<file path="src/dpi_pkg.sv">
/*
  Constants and types shared by the DRAM pin, command and data interface.
  Assumes a single core clock that is also the sampling clock of the pins.
*/
package dpi_pkg;

  // ----------------------------------------
  // Register map and fields
  // ----------------------------------------
  localparam logic [11:0] ADDR_CONFIG = 12'h000;
  localparam logic [11:0] ADDR_STATUS = 12'h004;
  localparam logic [11:0] ADDR_COUNT = 12'h008;
  localparam int CONFIG_X8_BIT = 0;
  localparam int STAT_TERM_BIT = 0;
  localparam int STAT_RTT_BIT = 1;
  localparam int STAT_TSTROBE_BIT = 2;
  localparam int STAT_BURST_LSB = 3;
  localparam int STAT_STATE_LSB = 5;
  localparam int STAT_FILL_LSB = 8;
  localparam int COUNT_MASKED_LSB = 16;

  // ----------------------------------------
  // Mode register fields
  // ----------------------------------------
  localparam logic [2:0] MR_SEL_BURST = 3'h0;
  localparam logic [2:0] MR_SEL_TERM = 3'h1;
  localparam int TERM_EN_BIT = 2;
  localparam int TSTROBE_BIT = 11;
  localparam int CHOP_ADDR_BIT = 12;
  localparam logic [1:0] BURST_FIXED8 = 2'h0;
  localparam logic [1:0] BURST_OTF = 2'h1;
  localparam logic [1:0] BURST_CHOP4 = 2'h2;
  localparam logic [1:0] BURST_RESET = 2'h0;
  localparam logic RTT_RESET = 1'b0;
  localparam logic TSTROBE_RESET = 1'b0;
  localparam logic [3:0] BEATS_BL8 = 4'h8;
  localparam logic [3:0] BEATS_BC4 = 4'h4;

  // ----------------------------------------
  // Data path
  // ----------------------------------------
  localparam int DATA_W = 8;
  localparam int FIFO_WORDS = 16;
  localparam logic [7:0] DQ_MASK_X8 = 8'hff;
  localparam logic [7:0] DQ_MASK_X4 = 8'h0f;

  typedef enum logic [4:0] {
    CMD_NOP = 5'b00001,
    CMD_LOAD = 5'b00010,
    CMD_READ = 5'b00100,
    CMD_WRITE = 5'b01000,
    CMD_OTHER = 5'b10000
  } dpi_cmd_type;

  typedef enum logic [2:0] {
    ST_IDLE = 3'b001,
    ST_WRITE = 3'b010,
    ST_READ = 3'b100
  } dpi_state_type;

endpackage

</file>
<file path="src/dpi_top.sv">
/*
  Device side of the DRAM pin interface: command decode, mode bits,
  termination control, masked writes into a FIFO and strobed reads.
  Assumes the pins are synchronous to CORE_CLK_IN and an APB master.
*/
// Register access over APB and the register addresses were decided locally.

// ----------------------------------------
// Storage FIFO
// ----------------------------------------
module dpi_fifo #(
  parameter int WIDTH = 8,
  parameter int DEPTH = 16
) (
  input wire logic clk_in,
  input wire logic rst_in,
  input wire logic in_valid_in,
  input wire logic [WIDTH-1:0] in_data_in,
  output logic in_ready_out,
  output logic out_valid_out,
  output logic [WIDTH-1:0] out_data_out,
  input wire logic out_ready_in,
  output logic [$clog2(DEPTH):0] count_out
);
  localparam int AW = $clog2(DEPTH);
  logic [WIDTH-1:0] mem [DEPTH];
  logic [AW:0] wr_ptr;
  logic [AW:0] rd_ptr;
  logic push;
  logic pop;

  // Pointer arithmetic wraps only for a power-of-two depth
  if (DEPTH < 2 || (DEPTH & (DEPTH - 1)) != 0) begin : g_bad_depth
    $error("dpi_fifo DEPTH must be a power of two, at least 2");
  end

  // Extra pointer bit tells full from empty
  assign count_out = wr_ptr - rd_ptr;
  assign in_ready_out = count_out != (AW + 1)'(DEPTH);
  assign out_valid_out = count_out != '0;
  assign out_data_out = mem[rd_ptr[AW-1:0]];
  assign push = in_valid_in && in_ready_out;
  assign pop = out_valid_out && out_ready_in;

  // Storage carries no reset, only pointers do
  always_ff @(posedge clk_in) begin
    if (push) begin
      mem[wr_ptr[AW-1:0]] <= in_data_in;
    end
  end

  always_ff @(posedge clk_in) begin
    if (rst_in) begin
      wr_ptr <= '0;
      rd_ptr <= '0;
    end else begin
      wr_ptr <= wr_ptr + (AW + 1)'(push);
      rd_ptr <= rd_ptr + (AW + 1)'(pop);
    end
  end
endmodule

// ----------------------------------------
// Top of the pin interface
// ----------------------------------------
module dpi_top import dpi_pkg::*; #(
  parameter bit DEFAULT_X8 = 1'b1,
  parameter int FIFO_DEPTH = FIFO_WORDS
) (
  input wire logic CORE_CLK_IN,
  input wire logic RST_IN,
  input wire logic RESET_N_IN,
  input wire logic PSEL_IN,
  input wire logic PENABLE_IN,
  input wire logic PWRITE_IN,
  input wire logic [11:0] PADDR_IN,
  input wire logic [31:0] PWDATA_IN,
  output logic [31:0] PRDATA_OUT,
  output logic PREADY_OUT,
  output logic PSLVERR_OUT,
  input wire logic CHIP_SELECT_N_IN,
  input wire logic ROW_CMD_STROBE_N_IN,
  input wire logic COL_CMD_STROBE_N_IN,
  input wire logic WRITE_CMD_STROBE_N_IN,
  input wire logic [15:0] ADDR_IN,
  input wire logic [2:0] BANK_IN,
  input wire logic TERMINATION_ENABLE_IN,
  input wire logic WRITE_BYTE_MASK_IN,
  input wire logic [7:0] DQ_IN,
  output logic [7:0] DQ_OUT,
  output logic [7:0] DQ_OE_OUT,
  input wire logic DATA_STROBE_IN,
  output logic DATA_STROBE_OUT,
  output logic DATA_STROBE_COMP_OUT,
  output logic DATA_STROBE_OE_OUT,
  output logic WRITE_READY_OUT,
  output logic [7:0] TERM_DQ_OUT,
  output logic TERM_DQS_OUT,
  output logic TERM_MASK_OUT,
  output logic TERM_STROBE_OUT
);
  localparam int CW = $clog2(FIFO_DEPTH) + 1;

  logic cfg_x8;
  logic [1:0] burst_mode;
  logic rtt_en;
  logic tstrobe_en;
  dpi_state_type state;
  logic [3:0] beats_left;
  logic [3:0] next_beats;
  logic term_on;
  logic dqs_prev;
  logic [7:0] dq_out;
  logic dqs_out;
  logic rd_oe;
  logic [15:0] stored_cnt;
  logic [15:0] masked_cnt;
  logic [31:0] prdata;
  logic [31:0] rd_mux;
  logic [31:0] status;
  dpi_cmd_type cmd;
  logic [7:0] dq_mask;
  logic mask_active;
  logic write_beat;
  logic push;
  logic pop;
  logic fifo_ready;
  logic fifo_valid;
  logic [7:0] fifo_data;
  logic [CW-1:0] fifo_count;
  logic apb_wr;
  logic mapped;

  // Command truth table; deselect wins over any strobe pattern
  function automatic dpi_cmd_type cmd_decode(input logic cs_n, input logic ras_n,
                                             input logic cas_n, input logic we_n);
    if (cs_n) begin
      return CMD_NOP;
    end
    case ({ras_n, cas_n, we_n})
      3'b000: return CMD_LOAD;
      3'b101: return CMD_READ;
      3'b100: return CMD_WRITE;
      3'b111: return CMD_NOP;
      default: return CMD_OTHER;
    endcase
  endfunction

  // Beat count of a burst from the mode field and the chop pin
  function automatic logic [3:0] burst_beats(input logic [1:0] mode, input logic full_len);
    case (mode)
      BURST_OTF: return full_len ? BEATS_BL8 : BEATS_BC4;
      BURST_CHOP4: return BEATS_BC4;
      default: return BEATS_BL8;
    endcase
  endfunction

  // ----------------------------------------
  // Decode and width steering
  // ----------------------------------------
  // Pins are taken on the rising edge only
  assign cmd = cmd_decode(CHIP_SELECT_N_IN, ROW_CMD_STROBE_N_IN,
                          COL_CMD_STROBE_N_IN, WRITE_CMD_STROBE_N_IN);
  assign next_beats = burst_beats(burst_mode, ADDR_IN[CHOP_ADDR_BIT]);
  assign dq_mask = cfg_x8 ? DQ_MASK_X8 : DQ_MASK_X4;
  assign mask_active = !(cfg_x8 && tstrobe_en);
  // The controller centres one strobe toggle per beat, so a toggle marks a beat
  assign write_beat = (state == ST_WRITE) && (DATA_STROBE_IN != dqs_prev);
  assign push = write_beat && !(mask_active && WRITE_BYTE_MASK_IN);
  assign pop = (state == ST_READ) && fifo_valid;

  dpi_fifo #(
    .WIDTH(DATA_W),
    .DEPTH(FIFO_DEPTH)
  ) u_fifo (
    .clk_in(CORE_CLK_IN),
    .rst_in(RST_IN),
    .in_valid_in(push),
    .in_data_in(DQ_IN & dq_mask),
    .in_ready_out(fifo_ready),
    .out_valid_out(fifo_valid),
    .out_data_out(fifo_data),
    .out_ready_in(state == ST_READ),
    .count_out(fifo_count)
  );

  // ----------------------------------------
  // Burst sequencer
  // ----------------------------------------
  // Device reset acts without the clock; only idle accepts commands
  always_ff @(posedge CORE_CLK_IN or negedge RESET_N_IN) begin
    if (!RESET_N_IN) begin
      state <= ST_IDLE;
      beats_left <= 4'h0;
    end else if (RST_IN) begin
      state <= ST_IDLE;
      beats_left <= 4'h0;
    end else begin
      unique case (state)
        ST_IDLE: begin
          if (cmd == CMD_WRITE) begin
            state <= ST_WRITE;
            beats_left <= next_beats;
          end else if (cmd == CMD_READ) begin
            state <= ST_READ;
            beats_left <= next_beats;
          end
        end
        ST_WRITE: begin
          if (write_beat) begin
            beats_left <= beats_left - 4'h1;
            if (beats_left == 4'h1) begin
              state <= ST_IDLE;
            end
          end
        end
        ST_READ: begin
          // An empty FIFO stalls the burst instead of inventing data
          if (pop) begin
            beats_left <= beats_left - 4'h1;
            if (beats_left == 4'h1) begin
              state <= ST_IDLE;
            end
          end
        end
      endcase
    end
  end

  // Mode bits come only from a load command while idle
  always_ff @(posedge CORE_CLK_IN or negedge RESET_N_IN) begin
    if (!RESET_N_IN) begin
      burst_mode <= BURST_RESET;
      rtt_en <= RTT_RESET;
      tstrobe_en <= TSTROBE_RESET;
    end else if (RST_IN) begin
      burst_mode <= BURST_RESET;
      rtt_en <= RTT_RESET;
      tstrobe_en <= TSTROBE_RESET;
    end else if (state == ST_IDLE && cmd == CMD_LOAD) begin
      if (BANK_IN == MR_SEL_BURST) begin
        burst_mode <= ADDR_IN[1:0];
      end else if (BANK_IN == MR_SEL_TERM) begin
        rtt_en <= ADDR_IN[TERM_EN_BIT];
        tstrobe_en <= ADDR_IN[TSTROBE_BIT];
      end
    end
  end

  // ----------------------------------------
  // Termination
  // ----------------------------------------
  // Registered pin, gated by the mode bit so a disabled setting ignores it
  always_ff @(posedge CORE_CLK_IN or negedge RESET_N_IN) begin
    if (!RESET_N_IN) begin
      term_on <= 1'b0;
    end else if (RST_IN) begin
      term_on <= 1'b0;
    end else begin
      term_on <= rtt_en && TERMINATION_ENABLE_IN;
    end
  end

  // Only the active lines, the strobe, the strobe pair and the mask ball terminate
  assign TERM_DQ_OUT = {8{term_on}} & dq_mask;
  assign TERM_DQS_OUT = term_on;
  assign TERM_MASK_OUT = term_on && mask_active;
  assign TERM_STROBE_OUT = term_on && cfg_x8 && tstrobe_en;
  assign WRITE_READY_OUT = fifo_ready;

  // ----------------------------------------
  // Read drive
  // ----------------------------------------
  // Data and strobe flip on the same edge, so their edges line up
  always_ff @(posedge CORE_CLK_IN or negedge RESET_N_IN) begin
    if (!RESET_N_IN) begin
      dq_out <= 8'h00;
      dqs_out <= 1'b0;
      rd_oe <= 1'b0;
    end else if (RST_IN) begin
      dq_out <= 8'h00;
      dqs_out <= 1'b0;
      rd_oe <= 1'b0;
    end else begin
      if (pop) begin
        dq_out <= fifo_data & dq_mask;
        dqs_out <= !dqs_out;
      end
      rd_oe <= pop || (rd_oe && state == ST_READ);
    end
  end

  assign DQ_OUT = dq_out;
  assign DQ_OE_OUT = {8{rd_oe}} & dq_mask;
  assign DATA_STROBE_OUT = dqs_out;
  assign DATA_STROBE_COMP_OUT = !dqs_out;
  assign DATA_STROBE_OE_OUT = rd_oe;

  // Write strobe history and beat counters
  always_ff @(posedge CORE_CLK_IN or negedge RESET_N_IN) begin
    if (!RESET_N_IN) begin
      dqs_prev <= 1'b0;
      stored_cnt <= 16'h0000;
      masked_cnt <= 16'h0000;
    end else if (RST_IN) begin
      dqs_prev <= 1'b0;
      stored_cnt <= 16'h0000;
      masked_cnt <= 16'h0000;
    end else begin
      dqs_prev <= DATA_STROBE_IN;
      stored_cnt <= stored_cnt + 16'(push && fifo_ready);
      masked_cnt <= masked_cnt + 16'(write_beat && !push);
    end
  end

  // ----------------------------------------
  // APB slave
  // ----------------------------------------
  assign apb_wr = PSEL_IN && PENABLE_IN && PWRITE_IN;
  assign mapped = PADDR_IN == ADDR_CONFIG || PADDR_IN == ADDR_STATUS || PADDR_IN == ADDR_COUNT;

  // Width change mid-burst is not guarded; software sets it while idle
  always_ff @(posedge CORE_CLK_IN) begin
    if (RST_IN) begin
      cfg_x8 <= DEFAULT_X8;
    end else if (apb_wr && PADDR_IN == ADDR_CONFIG) begin
      cfg_x8 <= PWDATA_IN[CONFIG_X8_BIT];
    end
  end

  always_comb begin
    status = (32'(fifo_count) << STAT_FILL_LSB) | (32'(state) << STAT_STATE_LSB)
           | (32'(burst_mode) << STAT_BURST_LSB) | (32'(tstrobe_en) << STAT_TSTROBE_BIT)
           | (32'(rtt_en) << STAT_RTT_BIT) | (32'(term_on) << STAT_TERM_BIT);
    case (PADDR_IN)
      ADDR_CONFIG: rd_mux = 32'(cfg_x8) << CONFIG_X8_BIT;
      ADDR_STATUS: rd_mux = status;
      ADDR_COUNT: rd_mux = (32'(masked_cnt) << COUNT_MASKED_LSB) | 32'(stored_cnt);
      default: rd_mux = 32'h0000_0000;
    endcase
  end

  // Read data is caught in the setup cycle so it leaves a flip-flop
  always_ff @(posedge CORE_CLK_IN) begin
    if (RST_IN) begin
      prdata <= 32'h0000_0000;
    end else if (PSEL_IN && !PENABLE_IN) begin
      prdata <= rd_mux;
    end
  end

  assign PRDATA_OUT = prdata;
  assign PREADY_OUT = 1'b1;
  assign PSLVERR_OUT = PSEL_IN && PENABLE_IN && !mapped;
endmodule

</file>
<file path="config.mk">
export PLATFORM = sky130hd
export DESIGN_NAME = dpi_top
export DESIGN_NICKNAME = d
export VERILOG_FILES = /design/src/dpi_pkg.sv /design/src/dpi_top.sv
export SDC_FILE = /design/constraint.sdc
export NUM_CORES = 1
export LEC_CHECK = 0
export BUFFER_PORTS_ARGS = -buffer_cell sky130_fd_sc_hd__clkbuf_2
export CAP_MARGIN = 30
export CORE_UTILIZATION = 38
export DETAILED_ROUTE_END_ITERATION = 8
export GPL_TIMING_DRIVEN = 0
export RECOVER_POWER = 50
export SLEW_MARGIN = 5
export SYNTH_ARGS = -nofsm -noshare
export SYNTH_HDL_FRONTEND = slang
export SYNTH_SLANG_ARGS = --single-unit
</file>
<file path="constraint.sdc">
create_clock -name CORE_CLK_IN -period 7.38 [get_ports CORE_CLK_IN]
set_clock_uncertainty 0.2 [all_clocks]
set_input_delay 1.476 -clock CORE_CLK_IN [delete_from_list [all_inputs] [get_ports CORE_CLK_IN]]
set_output_delay 1.476 -clock CORE_CLK_IN [all_outputs]
set_load 0.1 [all_outputs]
</file>
==> impl_metrics.yaml <==
timing:
  setup_viol: 0
  tns_ns: 0
  timing.final.crit_share_pct: 73.5
  rsz0062_at_grt: "false"
  drv_slew: 56
  clock.fmax_mhz: 184
  period_needed_ns: 5.42
  whs_ns: 0.255
  max_slew_margin_pct: -103
  hold_viol_final: 0
  worst_pin_slew_ns: 3.05
synth:
  yosysTopAreaCellShare_pct: 39.3
  syn_area_per_cell_um2: 13.2
  yosysWarningCount: 0
  synth_cell_types: 64
  synth-main-ff-cell: "edfxtp_1"
  synthArstFlopShare_pct: 24.3
  synth_enable_flop_cells: 128
  ys_seq_area_share_pct: 62.2
  synth-simple-area-share_pct: 13.2
  yosys-top-cells-area: "edfxtp_1, dfrtp_1, dfxtp_1"
  syn_inst: 740
  netlist_area_um2: 9780
  synth-seq-cells: 226
  synth_nets: 841
  synthMuxAreaShare_pct: 8.34
  synth_top_family_by_area: "simple AND/OR/NAND/NOR gates"
  synth-xor-area-share_pct: 2.95
  yosys.area.top_type: "edfxtp_1"
  synthAdderAreaFrac_pct: 2.25
  synth_compound_area_share_pct: 7.44
floorplan:
  num_rows: 58
  pin_count: 149
  die_h_um: 162
  die_w_um: 162
  die_area_um2: 26400
  core_um2: 25200
  initial_utilization_pct: 38.8
routing:
  ant_nets: 0
  drt_iter0_drc: 422
  post-route-drc-count: 0
  wl_per_cell_um: 18.6
  first_pass_iters: 5
  via_count: 6304
  via_per_inst: 5.16
  routed_wl_mm: 22.7
clock_tree:
  cts_tree: "done"
  numCtsBuffers: 25
  post-cts-setup-buffers: 0
  htreeDepth: 1
  clock_sinks: 226
  cts-resized-gates: 0
  root_buffer: "clkbuf_16"
  ctsHoldBuffers: 0
  path_clk_slew_ns: 0.06
  insertion_delay_ns: 0.52
  clockBufferDepth: 3
placement:
  gp_congestion: 0.809
  io_buffers: 105
  dpl.hpwl_mm: 15.7
cells_and_area:
  drive_above_1_share_pct: 19.1
  nets: 973
  syn_to_final_growth_pct: 17.0
  nFillCells: 2321
power:
  power.density_nw_per_um2: 231
  finalPower_uw: 2640
  leakage_uw: 0.00434
  vdd_drop_max_mv: 0.142
status:
  status: "finished with violations"
  violations: "capacitance limit, slew limit"
grt:
  grt_pass1_vias: 6205
  grt_max_degree: 56
  antenna_found_initial: 0
  track_usage_pct: 17.7
  gr-total-overflow: 0
  grt_first_pass_wirelength_mm: 35.8
setup_path:
  cp_max_fo: 10
  critPathLaunchType: "flip-flop"
  critPathCaptureType: "output pin"
  crit_type: "reg2out"
  cp.arrival_ns: 3.75
  required_ns: 5.70
flow_run:
  drv_cap: 1
min_path:
  min_path_type: "reg2reg"
-- worst max-delay path: stages (launching register included) --
cell      delay, ns
dfxtp_1        0.33
clkbuf_1       0.34
clkbuf_1       0.53
inv_1          0.22
fa_1           0.51
xor2_1         0.20
or3_1          0.36
or3_1          0.36
clkbuf_2       0.39
-- flip-flops by register name (all words and copies together) (netlist names) --
name,flops
dqs_prev,1
stored_cnt,16
tstrobe_en,1
burst_mode,2
masked_cnt,16
u_fifo.mem,128
TERM_DQS_OUT,1
cfg_x8,1
beats_left,4
DQ_OUT,8
DATA_STROBE_OUT,1
u_fifo.rd_ptr,5
DATA_STROBE_OE_OUT,1
state,3
PRDATA_OUT,32
rtt_en,1
u_fifo.wr_ptr,5
-- area by class of cell --
class	count	area, µm²	area share [%]
diodes	1	2.50	0.0219
plain buffers	50	283	2.47
clock buffers	37	701	6.12
clock inverters	8	70.1	0.612
inverters	18	67.6	0.590
multi-input cells	446	3350	29.3
flip-flops and latches	226	6080	53.2
well taps	330	413	3.61
repair buffers	105	474	4.14
-- per-stage QoR --
step / std cells / utilization (%) / area (µm²) / setup WS [ns]
2_1_floorplan: 740 / - / 9780 / 2.42
3_3_place_gp: 1175 / 42.6 / 10700 / 2.54
3_5_place_dp: 1175 / 42.6 / 10700 / 2.51
4_1_cts: 1220 / 45.6 / 11500 / 1.94
5_1_grt: 1220 / 45.4 / 11400 / 1.70
6_report: 1221 / 45.4 / 11400 / 1.96
-- kinds of logic (layout without fill, tap and decap cells) --
logic type,count (synthesis),in the layout
buffers and inverters,68,218
DFF,226,226
adders and majority gates,17,17
and+or+nand+nor,253,253
xor gates and xnor gates,33,33
muxes,41,41
other,1,2
AOI/OAI and AO/OA,101,101
-- power by group --
part / internal (µW) / switching (µW)
combinational: 39.7 / 88.2
clock: 690 / 478
sequential: 1340 / 4.97
-- synthesized netlist by cell type, drive strengths merged (5+ instances only) --
library cell,instances
dfxtp,43
nor3,8
xnor2,14
nor2,76
mux4,32
edfxtp,128
nand2,57
o211ai,7
xor2,19
a21oi,15
clkbuf,16
and3,16
and2,12
ha,16
and4,12
nand3,15
nand2b,5
nand4,10
inv,18
o22ai,5
mux2i,5
nor2b,13
dfrtp,54
buf,34
a22oi,29
o21ai,15
or3,11
-- path summary, 6_finish.rpt --
path | start | to | slack [ns] | depth (start not counted)
max in group asynchronous | RESET_N_IN | masked_cnt[10] | 3.49 | 1
worst max-delay path | u_fifo.rd_ptr[1] | WRITE_READY_OUT | 1.96 | 8
worst min register to register | PRDATA_OUT[11] | PRDATA_OUT[11] | 0.25 | 2
worst min-delay path | PRDATA_OUT[11] | PRDATA_OUT[11] | 0.25 | 2
worst max register to register | u_fifo.rd_ptr[1] | stored_cnt[8] | 2.98 | 14
min in group asynchronous | RESET_N_IN | burst_mode[0] | 1.77 | 1
-- per-layer routing --
metal / global-route usage (%) / wire [µm] / vias up
met4: 4.37 / 502 / 0
li1: - / - / 3021
met1: 24.9 / 10400 / 3072
met2: 29.1 / 10600 / 176
met3: 2.27 / 1200 / 35
met5: 0 / 0 / -
-- cells in the final DEF (no fill, tap or decap), drive strengths merged, types with 19 or more instances in the layout --
| cell | count |
|---|---|
| clkbuf | 160 |
| edfxtp | 128 |
| nor2 | 76 |
| nand2 | 57 |
| dfrtp | 54 |
| dfxtp | 43 |
| mux4 | 32 |
| buf | 32 |
| a22oi | 29 |
| xor2 | 19 |
| inv | 19 |
Power figures use the tool's default switching activity.
